==> config.mk <==
export PLATFORM = sky130hd
export DESIGN_NAME = tbf_burst_formatter
export DESIGN_NICKNAME = d
export VERILOG_FILES = /design/src/design/tbf_pkg.sv /design/src/design/tbf_burst_formatter.sv /design/src/design/tbf_symbol_clock.sv
export VERILOG_INCLUDE_DIRS = /design/src /design/src/design
export SDC_FILE = /design/constraint.sdc
export NUM_CORES = 1
export LEC_CHECK = 0
export BUFFER_PORTS_ARGS = -buffer_cell sky130_fd_sc_hd__buf_2
export CELL_PAD_IN_SITES_DETAIL_PLACEMENT = 0
export CELL_PAD_IN_SITES_GLOBAL_PLACEMENT = 2
export CORE_MARGIN = 4
export CORE_UTILIZATION = 33
export DETAILED_ROUTE_END_ITERATION = 8
export GPL_TIMING_DRIVEN = 0
export PLACE_DENSITY = 0.77
export SYNTH_ARGS = -nofsm -noshare
export SYNTH_HDL_FRONTEND = slang
export SYNTH_SLANG_ARGS = --single-unit
export TNS_END_PERCENT = 10
==> constraint.sdc <==
create_clock -name i_clk -period 2.5 [get_ports i_clk]
set_input_delay 0.5 -clock i_clk [delete_from_list [all_inputs] [get_ports i_clk]]
set_output_delay 0.5 -clock i_clk [all_outputs]
set_load 0.03 [all_outputs]
==> src/design/tbf_defines.svh <==
`ifndef TBF_DEFINES_SVH
`define TBF_DEFINES_SVH

`define TBF_CLK_HZ 100000000
`define TBF_BAUD 320000
`define TBF_ACC_W 32
`define TBF_PERIOD_US 2500
`define TBF_BURST_US 1178
`define TBF_PERIOD_POS ((`TBF_BAUD * `TBF_PERIOD_US) / 1000000)
`define TBF_POS_W 10
`define TBF_BURST_BITS 10'h179
`define TBF_SYNC_LAST 10'h008
`define TBF_SYNC_MARK_POS 10'h001
`define TBF_SYNC_TOGGLE_POS 10'h007
`define TBF_OVH_FIRST 10'h009
`define TBF_OVH_LAST 10'h010
`define TBF_SLOT_FIRST 10'h011
`define TBF_SLOT_COUNT 5'h14
`define TBF_SLOT_LAST_BIT 5'h11
`define TBF_B1_BITS 5'h08
`define TBF_D1_BIT 5'h08
`define TBF_D2_BIT 5'h11

`endif

==> src/design/tbf_pkg.sv <==
package tbf_pkg;

    typedef enum logic [2:0]
    {
        FLD_SYNC = 3'h0,
        FLD_OVERHEAD = 3'h1,
        FLD_B1 = 3'h2,
        FLD_D1 = 3'h3,
        FLD_B2 = 3'h4,
        FLD_D2 = 3'h5,
        FLD_PARITY = 3'h6,
        FLD_SILENT = 3'h7
    } tbf_field_kind_type;

    typedef struct packed
    {
        tbf_field_kind_type kind;
        logic [4:0] slot;
        logic [3:0] index;
    } tbf_field_type;

    typedef struct packed
    {
        logic pos;
        logic neg;
    } tbf_line_type;

    typedef enum logic [1:0]
    {
        ST_IDLE = 2'h0,
        ST_BURST = 2'h1,
        ST_SPACE = 2'h2
    } tbf_state_type;

endpackage

==> src/design/tbf_burst_formatter.sv <==
`timescale 1ns/1ps
`default_nettype none
`include "tbf_defines.svh"

module tbf_burst_formatter
    import tbf_pkg::*;
#(
    parameter int CLK_HZ = `TBF_CLK_HZ,
    parameter int BAUD = `TBF_BAUD,
    parameter int PERIOD_POS = `TBF_PERIOD_POS
)
(
    input wire logic i_clk,
    input wire logic i_reset_n,
    input wire logic i_enable,
    input wire logic i_ext_lock,
    input wire logic i_ext_tick,
    input wire logic i_ext_frame,
    input wire logic i_data,
    output logic o_data_req,
    output tbf_field_type o_field,
    output tbf_line_type o_line,
    output logic o_sym_tick,
    output logic o_frame_start,
    output logic o_marker,
    output logic [`TBF_POS_W-1:0] o_position
);

    localparam logic [`TBF_POS_W-1:0] PERIOD_LAST = `TBF_POS_W'(PERIOD_POS);
    localparam logic [`TBF_POS_W-1:0] POS_ONE = 10'h001;

    logic rst_meta;
    logic rst_sync;
    logic tick;

    tbf_state_type state;
    tbf_state_type next_state;
    logic [`TBF_POS_W-1:0] pos;
    logic [`TBF_POS_W-1:0] next_pos;
    logic [4:0] slot;
    logic [4:0] next_slot;
    logic [4:0] sbit;
    logic [4:0] next_sbit;
    logic marker;
    logic next_marker;
    logic parity;
    logic next_parity;
    logic last_pos_mark;
    logic next_last_pos_mark;
    logic realign;
    logic next_realign;
    tbf_line_type line;
    tbf_line_type next_line;
    logic frame_start;
    logic next_frame_start;
    logic [`TBF_POS_W-1:0] position;
    logic [`TBF_POS_W-1:0] next_position;

    tbf_field_type field;
    logic bit_value;
    logic emitting;

    // Release of reset is synchronised; assertion stays asynchronous
    always_ff @(posedge i_clk or negedge i_reset_n)
    begin
        if (!i_reset_n)
        begin
            rst_meta <= 1'b0;
            rst_sync <= 1'b0;
        end
        else
        begin
            rst_meta <= 1'b1;
            rst_sync <= rst_meta;
        end
    end

    tbf_symbol_clock #(
        .CLK_HZ(CLK_HZ),
        .BAUD(BAUD)
    ) u_symbol_clock (
        .i_clk(i_clk),
        .i_rst_n(rst_sync),
        .i_ext_lock(i_ext_lock),
        .i_ext_tick(i_ext_tick),
        .o_tick(tick)
    );

    // Field decode of the position about to be sent
    always_comb
    begin
        field.kind = FLD_SILENT;
        field.slot = 5'h00;
        field.index = 4'h0;
        if (state != ST_BURST)
        begin
            field.kind = FLD_SILENT;
        end
        else if (pos <= `TBF_SYNC_LAST)
        begin
            field.kind = FLD_SYNC;
            field.index = 4'(pos - POS_ONE);
        end
        else if (pos <= `TBF_OVH_LAST)
        begin
            field.kind = FLD_OVERHEAD;
            field.index = 4'(pos - `TBF_OVH_FIRST);
        end
        else if (pos == `TBF_BURST_BITS)
        begin
            field.kind = FLD_PARITY;
        end
        else
        begin
            field.slot = slot;
            if (sbit < `TBF_B1_BITS)
            begin
                field.kind = FLD_B1;
                field.index = sbit[3:0];
            end
            else if (sbit == `TBF_D1_BIT)
            begin
                field.kind = FLD_D1;
            end
            else if (sbit < `TBF_D2_BIT)
            begin
                field.kind = FLD_B2;
                field.index = 4'(sbit - 5'h09);
            end
            else
            begin
                field.kind = FLD_D2;
            end
        end
    end

    // Bit value; user bits pass straight through
    always_comb
    begin
        bit_value = 1'b0;
        emitting = 1'b0;
        unique case (field.kind)
            FLD_SYNC:
            begin
                emitting = 1'b1;
                if (pos == `TBF_SYNC_MARK_POS)
                begin
                    bit_value = 1'b1;
                end
                else if (pos == `TBF_SYNC_TOGGLE_POS)
                begin
                    bit_value = marker;
                end
            end
            FLD_OVERHEAD, FLD_B1, FLD_D1, FLD_B2, FLD_D2:
            begin
                emitting = 1'b1;
                bit_value = i_data;
            end
            FLD_PARITY:
            begin
                emitting = 1'b1;
                bit_value = parity;
            end
            FLD_SILENT:
            begin
                emitting = 1'b0;
            end
        endcase
    end

    assign o_data_req = tick && emitting && (field.kind != FLD_SYNC) && (field.kind != FLD_PARITY);
    assign o_field = field;

    // Frame sequencing, slot counting, parity and line coding
    always_comb
    begin
        next_state = state;
        next_pos = pos;
        next_slot = slot;
        next_sbit = sbit;
        next_marker = marker;
        next_parity = parity;
        next_last_pos_mark = last_pos_mark;
        next_line = line;
        next_frame_start = 1'b0;
        next_position = position;
        next_realign = realign;
        if (tick)
        begin
            // Nothing is on the line while idle, so no position is shown
            next_position = (state == ST_IDLE) ? 10'h000 : pos;
            next_line.pos = 1'b0;
            next_line.neg = 1'b0;
            if (emitting && bit_value)
            begin
                next_line.pos = !last_pos_mark;
                next_line.neg = last_pos_mark;
                next_last_pos_mark = !last_pos_mark;
            end
            if (state == ST_BURST)
            begin
                if (pos == POS_ONE)
                begin
                    next_frame_start = 1'b1;
                    next_parity = bit_value;
                end
                else if (pos < `TBF_BURST_BITS)
                begin
                    next_parity = parity ^ bit_value;
                end
                if (pos == `TBF_OVH_LAST)
                begin
                    next_slot = 5'h00;
                    next_sbit = 5'h00;
                end
                else if (pos >= `TBF_SLOT_FIRST)
                begin
                    if (sbit == `TBF_SLOT_LAST_BIT)
                    begin
                        next_sbit = 5'h00;
                        next_slot = slot + 5'h01;
                    end
                    else
                    begin
                        next_sbit = sbit + 5'h01;
                    end
                end
            end
            unique case (state)
                ST_IDLE:
                begin
                    next_pos = POS_ONE;
                    next_realign = 1'b0;
                    if (i_enable)
                    begin
                        next_state = ST_BURST;
                    end
                end
                ST_BURST:
                begin
                    next_pos = pos + POS_ONE;
                    if (pos == `TBF_BURST_BITS)
                    begin
                        next_state = ST_SPACE;
                    end
                end
                ST_SPACE:
                begin
                    next_pos = pos + POS_ONE;
                    if (pos == PERIOD_LAST || realign)
                    begin
                        // Period closes at PERIOD_LAST, or early at the first space tick once a realign is pending
                        next_pos = POS_ONE;
                        next_realign = 1'b0;
                        next_marker = !marker;
                        next_state = i_enable ? ST_BURST : ST_IDLE;
                    end
                end
                default:
                begin
                    next_state = ST_IDLE;
                    next_pos = POS_ONE;
                end
            endcase
            if (!i_enable && state == ST_IDLE)
            begin
                next_last_pos_mark = 1'b0;
            end
        end
        // Pulse may fall between ticks, so hold it; a new one outlives the consume
        if (i_ext_frame && i_enable)
        begin
            next_realign = 1'b1;
        end
    end

    always_ff @(posedge i_clk or negedge rst_sync)
    begin
        if (!rst_sync)
        begin
            state <= ST_IDLE;
            pos <= 10'h001;
            slot <= 5'h00;
            sbit <= 5'h00;
            marker <= 1'b1;
            parity <= 1'b0;
            last_pos_mark <= 1'b0;
            realign <= 1'b0;
            line <= 2'h0;
            frame_start <= 1'b0;
            position <= 10'h000;
        end
        else
        begin
            state <= next_state;
            pos <= next_pos;
            slot <= next_slot;
            sbit <= next_sbit;
            marker <= next_marker;
            parity <= next_parity;
            last_pos_mark <= next_last_pos_mark;
            realign <= next_realign;
            line <= next_line;
            frame_start <= next_frame_start;
            position <= next_position;
        end
    end

    assign o_line = line;
    assign o_sym_tick = tick;
    assign o_frame_start = frame_start;
    assign o_marker = marker;
    assign o_position = position;

endmodule
`default_nettype wire

==> src/design/tbf_symbol_clock.sv <==
`timescale 1ns/1ps
`default_nettype none
`include "tbf_defines.svh"

module tbf_symbol_clock
    import tbf_pkg::*;
#(
    parameter int CLK_HZ = `TBF_CLK_HZ,
    parameter int BAUD = `TBF_BAUD
)
(
    input wire logic i_clk,
    input wire logic i_rst_n,
    input wire logic i_ext_lock,
    input wire logic i_ext_tick,
    output logic o_tick
);

    localparam logic [`TBF_ACC_W-1:0] STEP = `TBF_ACC_W'(BAUD);
    localparam logic [`TBF_ACC_W-1:0] WRAP = `TBF_ACC_W'(CLK_HZ);

    logic [`TBF_ACC_W-1:0] acc;
    logic [`TBF_ACC_W-1:0] next_acc;
    logic tick;
    logic next_tick;

    // Fractional divider: 100 MHz over 320 kbaud is not whole, so jitter one cycle
    always_comb
    begin
        next_acc = acc + STEP;
        next_tick = 1'b0;
        if (next_acc >= WRAP)
        begin
            next_acc = next_acc - WRAP;
            next_tick = 1'b1;
        end
        if (i_ext_lock)
        begin
            // Follow the far timing directly, so any offset within tolerance is tracked
            next_acc = '0;
            next_tick = i_ext_tick;
        end
    end

    always_ff @(posedge i_clk or negedge i_rst_n)
    begin
        if (!i_rst_n)
        begin
            acc <= '0;
            tick <= 1'b0;
        end
        else
        begin
            acc <= next_acc;
            tick <= next_tick;
        end
    end

    assign o_tick = tick;

endmodule
`default_nettype wire

Yosys cells after proc, flatten, opt, wreduce, memory -nomap -nowiden:

Cells that the tools add are included.
Widths: inputs -> output; s select.

* bitwise logic cells: 1
* multiplexer cells: 50
* equal/unequal tests: 22
* add/subtract/negate cells: 8
* reductions and logical operators: 28
* order comparisons: 7

Operator list (number)
* $mux 32: 2
* $mux 5: 8
* $add 32x19->32 const B: 1
* $ge 32x27->1 const B: 1
* $sub 32x27->32 const B: 1
* $mux 10: 2
* $mux 4: 5
* $pmux 10 s2: 1
* $mux 3: 6
* $mux 9: 2
* $mux 1: 16
* $eq 3x3->1 const B: 4
* $reduce_and 3->1: 4
* $add 10x1->10 const B: 1
* $add 5x1->5 const B: 2
* $eq 10x1->1 const B: 1
* $eq 10x10->1 const B: 1
* $eq 10x3->1 const B: 1
* $eq 10x5->1 const B: 1
* $eq 10x9->1 const B: 1
* $ge 10x5->1 const B: 1
* $le 10x4->1 const B: 1
* $le 10x5->1 const B: 1
* $lt 10x9->1 const B: 1
* 29 further kinds: 51

* register bits: 74
* input bits: 7

Longest topological paths before layout:

Gate-level depths: netlist of run 1.

* depth in word-level cells: 14
* depth in mapped cells: 12
* mapped depth without buffers: 9

Modules after synthesis:

A second synthesis of run 1 with hierarchy kept.

* cells, all modules: 569
* area total of the unflattened synthesis: 4979.8 um^2

Modules (own cells, without submodules)
* tbf_burst_formatter: instances 1, sequential area each 1028.5 um^2, area an instance 2703.8 um^2, cells each 298
* tbf_symbol_clock: instances 1, sequential area each 625.6 um^2, area an instance 2275.9 um^2, cells each 271

Worst setup path before layout of run 1:

Ideal clock, no wire load.

* path type: register -> output
* start: reg pos[5]
* end: out o_field[3] (netlist name)
* path buffers: 1
* cell stages (with the launch flop): 7
* data required time: 2000 ps
* arrival: 3192 ps
* path slack: -1192 ps
* cell sequence: dfrtp_1 > clkbuf_1 > or4_1 > nor3_1 > a21boi_0 > nor3_1 > a2111oi_0

RTL lines
* from (decl): RTL line tbf_burst_formatter.sv:38 `` logic [`TBF_POS_W-1:0] pos; ``
* from (signal assigned): RTL line tbf_burst_formatter.sv:297 `pos <= next_pos;`
* to (decl): RTL line tbf_burst_formatter.sv:21 `output tbf_field_type o_field,`

Worst setup path after layout of run 1:

* start: reg u_symbol_clock.acc[14]
* end: reg u_symbol_clock.acc[31]

* word-level cells in the longest chain between the ends: 4

RTL lines
* from (decl): RTL line tbf_symbol_clock.sv:22 `` logic [`TBF_ACC_W-1:0] acc; ``
* from (signal assigned): RTL line tbf_symbol_clock.sv:54 `acc <= next_acc;`
* $add 32x19->32 *: RTL line tbf_symbol_clock.sv:30 `next_acc = acc + STEP;`
* $sub 32x27->32 / $ge 32x27->1 (equally long branches): RTL line tbf_symbol_clock.sv:34, tbf_symbol_clock.sv:32
* $mux 32 *: RTL line tbf_symbol_clock.sv:32 `if (next_acc >= WRAP)`
* $mux 32 *: RTL line tbf_symbol_clock.sv:37 `if (i_ext_lock)`
* via u_symbol_clock.next_acc[31]: RTL line tbf_symbol_clock.sv:23 `` logic [`TBF_ACC_W-1:0] next_acc; ``

The timed path passes the listed nets; every way through them passes the cells marked *.
A chain may end at the register's enable or synchronous reset.

==> flow_summary.ini, run 1 <==
[run_status]
status = complete, but fails checks
violations = setup timing

[synth]
ys.warnings.count = 0
synth_ff_type = dfrtp_1
seq_area_frac_synth = 0.353
yosys.area.top_type = dfrtp_1
syn_avg_cell_area_sq_um = 8.21
synth_edf_count = 0
synth-seq-cells = 66
async_flop_share = 1.00
syn_nets = 594
yosysUniqueCellTypes = 65
netlist_area_sq_mm = 0.00468
synth.top_cell.area_share = 0.342
synth_area_leaders = dfrtp_1 (34%), o21ai_0 (5.5%), ha_1 (4.5%)
netlist_top_cells_count = dfrtp_1 (64), o21ai_0 (51), nand2_1 (49), nor2_1 (44)
yosysMostFrequentCell = dfrtp_1
syn_inst = 570

[global_route]
use_met3 = 0.0309
gr-usage-met2 = 0.276
top_usage_layer = met2
grt_max_degree = 59
grt_pass1_vias = 4334
grt_usage = 0.176
grt_antenna_before_repair = 0
grt_pass1_wl_um = 22800
overflow = 0
grtUsageMet1 = 0.246

[cts]
cts_tree = done
cts_made_buffers = 9
cts-root-buf = clkbuf_16
cts_buffer_depth = 2
clk_latency_ns = 0.33
numClockSinks = 66
ctsHtreeMaxLevel = 3
clk_pin_slew_worst_paths_ns = 0.06

[setup_path]
path_cells = buf_6, or4_4, nor4_4, o21ai_2, a221o_1, a211o_1, and2_4, buf_8, buf_12, o41ai_2, o31ai_1
worstPathArrival_ns = 3.21
path_class = flop to flop
cp.required_ns = 2.71
critPathMaxStageDelay_ns = 0.57
endpoint_kind = flop
crit-reg2reg-launch = u_symbol_clock.acc[14]$_DFF_PN0_
worst_setup_path_start_kind = flop
r2r_end = u_symbol_clock.acc[31]$_DFF_PN0_
r2r_cells = 11
crit_fanout = 10
regToRegSetupSlack_ns = -0.51
critPathSlowestCell = or4_4

[floorplanning]
die_h_um = 127
ios = 35
rows = 43
start_util = 0.337
die_w_um = 127
core-area_sq_mm = 0.0139
dieArea_sq_mm = 0.0161

[timing]
period_needed_ns = 3.01
rsz0062_at_grt = true
finClkSkew_ns = 0.00717
min_period_over_period = 1.20
holdWs_ns = 0.140
fin_ws_ns = -0.509
slew_headroom = 0.452
fmax_mhz = 332
setup-violations-final = 40
worst_slew_pin_slew_ns = 0.823
hold_viol_final = 0
finalMaxSlewViolations = 0

[routing]
antenna_left = 0
via_per_inst = 5.41
first_iter_violations = 243
vias = 4463
firstDrtPassIters = 5
drc = 0
routed_wl_um = 14000
post_drt_wl_per_cell_um = 17.0

[power]
total_power_w = 0.00652
vdd_drop_max_uv = 372
leakagePower_nw = 2.57
powerDensity_mw_per_mm2 = 1040

[hold_path]
hp-class = flop to async pin

[layout]
area_delta_synth_final_pct = 33.2
n_fill_cell = 1403
nets = 664
final_area_sq_mm = 0.00623
diodes = 0
fin_cells = 825
layout-drive-gt1-share = 0.288

[place]
dpl_cell_area_sq_mm = 0.00525
port_buffers = 33
dp_hpwl_um = 9460
place_congestion = 0.821
post-place-ws_ns = -0.823
placed_cells = 784

[flow_run]
drv_cap = 0
where the power goes:
part           internal (W)  switching, W
logic               0.00157       0.00212
registers           0.00131      0.000289
clock network      0.000727      0.000509
total               0.00360       0.00292
worst max-delay path by stage:
stage,start,endpoint,slack [ns]
finish,u_symbol_clock.acc[14]$_DFF_PN0_,u_symbol_clock.acc[31]$_DFF_PN0_,-0.51
CTS,u_symbol_clock.acc[14]$_DFF_PN0_,u_symbol_clock.acc[31]$_DFF_PN0_,-0.50
detailed placement,u_symbol_clock.acc[10]$_DFF_PN0_,u_symbol_clock.acc[16]$_DFF_PN0_,-0.82
floorplan,u_symbol_clock.acc[13]$_DFF_PN0_,u_symbol_clock.acc[31]$_DFF_PN0_,-0.32
global route,u_symbol_clock.acc[9]$_DFF_PN0_,u_symbol_clock.acc[31]$_DFF_PN0_,-0.64
global placement,u_symbol_clock.acc[10]$_DFF_PN0_,u_symbol_clock.o_tick$_DFF_PN0_,-0.88
area by class of cell:
cell class | instances | area, sq um | share of cell area
Inverter | 36 | 138 | 0.0221
Timing Repair Buffer | 63 | 473 | 0.0759
Multi-Input combinational cell | 435 | 3210 | 0.515
Buffer | 29 | 229 | 0.0367
Clock inverter | 5 | 38.8 | 0.00622
Tap cell | 180 | 225 | 0.0361
Sequential cell | 66 | 1670 | 0.267
Clock buffer | 11 | 253 | 0.0405
registers in the layout, summed over array words and instances, names as in the netlist:
register	cells
pos	10
u_symbol_clock.acc	24
realign	1
last_pos_mark	1
state	2
o_frame_start	1
o_marker	1
rst_meta	1
sbit	5
o_position	10
o_line	2
u_symbol_clock.o_tick	1
rst_sync	1
parity	1
slot	5
critical path: cells and delay by family, from the launching register on:
family	cells	cell delay, ns
AO/OA/AOI/OAI	5	1.17
buffers and inverters	3	0.42
flip-flops	1	0.37
AND/OR/NAND/NOR	3	0.92
metrics by stage:
step                utilization  TNS (ns)
global placement          0.376    -58.11
detailed placement        0.378    -24.20
CTS                       0.436    -14.37
global route              0.449    -20.21
floorplan                     -     -6.12
finish                    0.449    -14.61
kinds of logic after synthesis:
family	share of synthesized area
mux	0.00909
fa+ha+maj	0.0455
buf+inv	0.0596
xor+xnor	0.0674
simple gates	0.255
other cells	0.000801
flops	0.353
compound gates	0.210
what timing repair did:
| action | CTS | global route |
|---|---|---|
| pin swaps | 21 | 8 |
| hold buffers | 1 | 0 |
| gates resized for setup | 95 | 33 |
| setup buffers | 20 | 8 |
| hold endpoints to repair | 2 | 0 |
| cloned | 0 | 0 |
| setup endpoints to repair | 59 | 59 |
cell usage in the layout (no fill, tap or decap), drive strengths merged, types with 5 or more instances in the layout:
cell type and n:
inv 36, nand3 22, a21o 6, nand4 8, or3 8, nand2 49
o31ai 7, xor2 13, o22ai 6, buf 71, or4 5, nor2b 7
nor3 14, and3 13, xnor2 23, o21ai 53, nor4 10, dfrtp 64
clkbuf 31, ha 17, nor2 44, nand2b 14, nand3b 11, a21oi 36
and2 8
routing by layer:
layer,wire length [um],vias to the layer above
met2,6430,106
met3,624,15
met1,6770,2167
met5,0,-
li1,-,2175
met4,219,0
Power figures use the tool's default switching activity.
==> inputs of run 2 (changes only) <==
CELL_PAD_IN_SITES_GLOBAL_PLACEMENT = 1   (was 2)
CORE_UTILIZATION = 35   (was 33)
PLACE_DENSITY = 0.67   (was 0.77)
==> run 2 against run 1 <==
- the flow still finishes with violations (setup timing)
- global-route usage up 1.4 points
- die area fell by 5.4%
- via count rose by 2.4%
- count of clock-buffer cells in the layout unchanged
- sequential power about the same
- non-clock buffer count increased by 18
- power is 6.4% higher
- combinational power is 11% higher
- first-iteration DRC count increased by 12%
- critical path depth down 5
- sequential cell count stayed put
- hold slack better by 0.21 ns
- critical path type is now flop to output port
- critical endpoint is now o_field[3]
==> flow_summary.ini, run 2 (synthesis results as in run 1) <==
[run_status]
status = complete, but fails checks
violations = setup timing

[routing]
vias = 4571
via_per_inst = 5.47
drc = 0
firstDrtPassIters = 5
first_iter_violations = 273
post_drt_wl_per_cell_um = 17.1
routed_wl_um = 14300
antenna_left = 0

[floorplanning]
ios = 35
core-area_sq_mm = 0.0129
start_util = 0.363
dieArea_sq_mm = 0.0153
die_w_um = 124
rows = 41
die_h_um = 124

[timing]
slew_headroom = 0.424
hold_viol_final = 0
fin_ws_ns = -0.484
period_needed_ns = 2.98
setup-violations-final = 40
fmax_mhz = 335
min_period_over_period = 1.19
rsz0062_at_grt = true
worst_slew_pin_slew_ns = 0.864
finClkSkew_ns = 0.00996
finalMaxSlewViolations = 0

[place]
place_congestion = 0.890
post-place-ws_ns = -0.855
port_buffers = 33
placed_cells = 775
dp_hpwl_um = 9120

[cts]
clk_pin_slew_worst_paths_ns = 0.06
clk_latency_ns = 0.35
cts_buffer_depth = 2
numClockSinks = 66
cts_made_buffers = 9
cts_tree = done
cts-root-buf = clkbuf_16
ctsHtreeMaxLevel = 3

[layout]
nets = 683
diodes = 0
layout-drive-gt1-share = 0.318
n_fill_cell = 1241
area_delta_synth_final_pct = 38.9
layout_common_cells = dfrtp_1 (54), nand2_1 (47), buf_4 (46), o21ai_0 (46), nor2_1 (41)
largest_reg_flops = 24
fin_cells = 836
final_common_cell = dfrtp_1
max_flop_register = u_symbol_clock.acc

[setup_path]
crit_fanout = 8
worst_setup_path_start_kind = flop
worstPathArrival_ns = 2.48
path_class = flop to output port
cp.required_ns = 2.00
endpoint_kind = output port

[power]
powerDensity_mw_per_mm2 = 1070
leakagePower_nw = 2.67
vdd_drop_max_uv = 396

[global_route]
overflow = 0
grt_max_degree = 65
grt_pass1_wl_um = 22700
grt_pass1_vias = 4375
grt_usage = 0.190
grt_antenna_before_repair = 0

[hold_path]
hp-class = flop to flop

[flow_run]
drv_cap = 0
-- run 2: critical path: stages (launching register included) --
cell and delay, ns:
dfrtp_2 0.46, or4_4 0.58, nor2_2 0.21, o21a_2 0.27, a41oi_2 0.07, a2111oi_4 0.32, buf_4 0.22
-- run 2: where the power goes --
| group | switching [W] | internal [W] |
|---|---|---|
| registers | 0.000305 | 0.00131 |
| logic | 0.00226 | 0.00182 |
| clock network | 0.000514 | 0.000727 |
-- run 2: stage by stage --
step	instance area, sq um	util	hold slack, ns	total power [W]	setup TNS, ns
after floorplan	4820	-	0.204	0.00381	-6.12
after global placement	5200	0.404	0.286	0.00451	-53.23
after detailed placement	5210	0.405	0.291	0.00454	-23.67
after CTS	6180	0.480	0.347	0.00644	-13.47
after global routing	6500	0.505	0.365	0.00735	-17.86
final	6500	0.505	0.346	0.00693	-14.51
-- run 2: layer usage --
layer	routed length, um	track usage	up-vias
met2	6410	0.288	124
li1	-	-	2202
met1	6880	0.263	2223
met5	0	0	-
met4	320	0.0657	0
met3	683	0.0504	22
-- run 2: layout make-up --
class	count	area [sq um]	share of cell area
buffer	28	223	0.0343
clock buffer	11	253	0.0389
clock inverter	5	38.8	0.00597
inverter	36	138	0.0212
multi-input combinational	436	3290	0.506
sequential	66	1670	0.257
tap	172	215	0.0331
timing repair buffer	82	672	0.103
-- run 2: final timing paths --
kind / from / endpoint / slack [ns] / cells past startpoint
worst min-delay path: rst_meta$_DFF_PN0_ / rst_sync$_DFF_PN0_ / 0.35 / 0
worst min register to register: rst_meta$_DFF_PN0_ / rst_sync$_DFF_PN0_ / 0.35 / 0
worst max-delay path: pos[6]$_DFFE_PN0P_ / o_field[3] / -0.48 / 6
min in group asynchronous: rst_sync$_DFF_PN0_ / u_symbol_clock.acc[13]$_DFF_PN0_ / 0.44 / 0
worst max register to register: u_symbol_clock.acc[14]$_DFF_PN0_ / u_symbol_clock.acc[16]$_DFF_PN0_ / -0.47 / 9
max in group asynchronous: rst_sync$_DFF_PN0_ / pos[5]$_DFFE_PN0P_ / 1.44 / 0
-- run 2: what timing repair did --
action                                  4_1_cts  5_1_grt
hold buffers                                  1        0
cloned                                        1        3
endpoints found under the hold margin         2        0
gates resized for setup                      99       49
pin swaps                                    23       20
buffers inserted                             36        9
endpoints found under the setup margin       58       56
==> inputs of run 3 (changes only) <==
CORE_UTILIZATION = 46   (was 35)
PLACE_DENSITY = 0.82   (was 0.67)
clock period = 2.9 ns   (was 2.5 ns; I/O delays follow)
==> run 3 against run 2 <==
- the run still ends with setup timing left
- core utilization up 12 points
- cell area is 6.2% lower
- non-clock buffer count fell by 9
- largest cell class unchanged
==> flow_summary.ini, run 3 (synthesis results as in run 1) <==
[run_status]
status = complete, but fails checks
violations = setup timing

[timing]
period_needed_ns = 3.01
finalMaxSlewViolations = 0
fin_setup_tns_ns = -0.675
rsz0062_at_grt = true
hold_viol_final = 0
fin_ws_ns = -0.113
setup-violations-final = 13
worst_slew_pin_slew_ns = 0.860
finClkSkew_ns = 0.0138
min_period_over_period = 1.04
slew_headroom = 0.426
holdWs_ns = 0.0147
fmax_mhz = 332

[cts]
hold_buffers = 0
cts-root-buf = clkbuf_8
numClockSinks = 66
cts_tree = done
cts_made_buffers = 9
ctsHtreeMaxLevel = 3
clk_pin_slew_worst_paths_ns = 0.08
clk_latency_ns = 0.35
cts_buffer_depth = 2

[routing]
antenna_left = 0
vias = 4577
drc = 0
via_per_inst = 5.82
first_iter_violations = 234
routed_wl_um = 13700
post_drt_wl_per_cell_um = 17.4
firstDrtPassIters = 5

[floorplanning]
start_util = 0.477
dieArea_sq_mm = 0.0119
core-area_sq_mm = 0.00982
die_w_um = 109
die_h_um = 109
ios = 35
rows = 36

[layout]
largest_reg_flops = 24
max_flop_register = u_symbol_clock.acc
final_common_cell = dfrtp_1
area_delta_synth_final_pct = 30.3
diodes = 0
layout_common_cells = dfrtp_1 (52), o21ai_0 (48), nand2_1 (47)
nets = 673
fin_cells = 786
layout-drive-gt1-share = 0.282

[setup_path]
worstPathArrival_ns = 3.28
endpoint_kind = flop
crit_fanout = 8
worst_setup_path_start_kind = flop
cp.required_ns = 3.17
path_class = flop to flop

[global_route]
grt_pass1_wl_um = 21500
grt_usage = 0.229
grt_pass1_vias = 4335
grt_antenna_before_repair = 0
grt_max_degree = 65
overflow = 0

[power]
pwr-share-seq = 0.254
p_sw_frac = 0.451
switchingPower_w = 0.00247
powerDensity_mw_per_mm2 = 898
leakagePower_nw = 2.55
total_power_w = 0.00547
p_clk_frac = 0.147
p_int_w = 0.00300
power_frac_comb = 0.599
vdd_drop_max_uv = 453

[place]
port_buffers = 33
place_congestion = 0.902
dp_hpwl_um = 8580
post-place-ws_ns = -0.672
placed_cells = 736

[hold_path]
hp-class = input pin to async pin

[flow_run]
drv_cap = 0
run 3: changes by cell type in the layout (fill, tap and decap cells not counted), moves of 3 or more:
cell,change
clkbuf_16,-10
clkinvlp_4,-4
buf_2,+7
buf_4,-9
and3_4,-3
buf_8,-4
clkbuf_8,+8
a21oi_1,+4
run 3: worst max-delay path, stage by stage, from the launching register on:
cell and delay [ns]:
dfrtp_2 0.46, buf_12 0.14, a21oi_4 0.31, nor2_1 0.19, a21o_1 0.22, a221o_1 0.36, a211o_1 0.34, and2_4 0.18
buf_8 0.14, or4_4 0.48, a21oi_2 0.12
run 3: routing by layer:
layer	vias up	global-route usage	routed length, um
met1	2225	0.329	6250
met2	143	0.344	6260
li1	2174	-	-
met4	0	0.0947	386
met5	-	0	0
met3	35	0.0349	760
run 3: repair_timing:
action / in CTS / in global routing
pin swaps: 21 / 24
resized for setup: 69 / 56
buffers inserted: 22 / 18
endpoints found under the setup margin: 43 / 40
gates cloned: 1 / 1
run 3: final timing paths:
kind | slack [ns] | to | depth (start not counted) | start
setup / recovery | -0.11 | u_symbol_clock.acc[28]$_DFF_PN0_ | 10 | u_symbol_clock.acc[18]$_DFF_PN0_
hold / removal | 0.01 | rst_sync$_DFF_PN0_ | 1 | i_reset_n
setup reg to reg | -0.11 | u_symbol_clock.acc[28]$_DFF_PN0_ | 10 | u_symbol_clock.acc[18]$_DFF_PN0_
hold reg to reg | 0.36 | rst_sync$_DFF_PN0_ | 0 | rst_meta$_DFF_PN0_
max in group asynchronous | 1.84 | pos[6]$_DFFE_PN0P_ | 0 | rst_sync$_DFF_PN0_
min in group i_clk | 0.36 | rst_sync$_DFF_PN0_ | 0 | rst_meta$_DFF_PN0_
run 3: layout make-up:
cell class | count | area, sq um
inverters | 36 | 135
plain buffers | 26 | 165
fillers | 891 | 3720
repair buffers | 75 | 606
clock inverters | 3 | 40.0
well taps | 133 | 166
clock buffers | 12 | 155
flip-flops and latches | 66 | 1670
multi-input cells | 435 | 3160
run 3: power by group through the flow:
stage | Clock, W | Combinational (W) | Sequential (W)
3_3_place_gp | 0 | 0.00237 | 0.00137
6_report | 0.000804 | 0.00328 | 0.00139
3_5_place_dp | 0 | 0.00242 | 0.00137
4_1_cts | 0.000820 | 0.00277 | 0.00137
5_1_grt | 0.000851 | 0.00352 | 0.00142
2_1_floorplan | 0 | 0.00180 | 0.00138
run 3: stage by stage:
stage           util  cell area (sq um)
2_1_floorplan      -               4710
3_3_place_gp   0.513               5040
3_5_place_dp   0.514               5040
4_1_cts        0.578               5670
5_1_grt        0.621               6100
6_report       0.621               6100
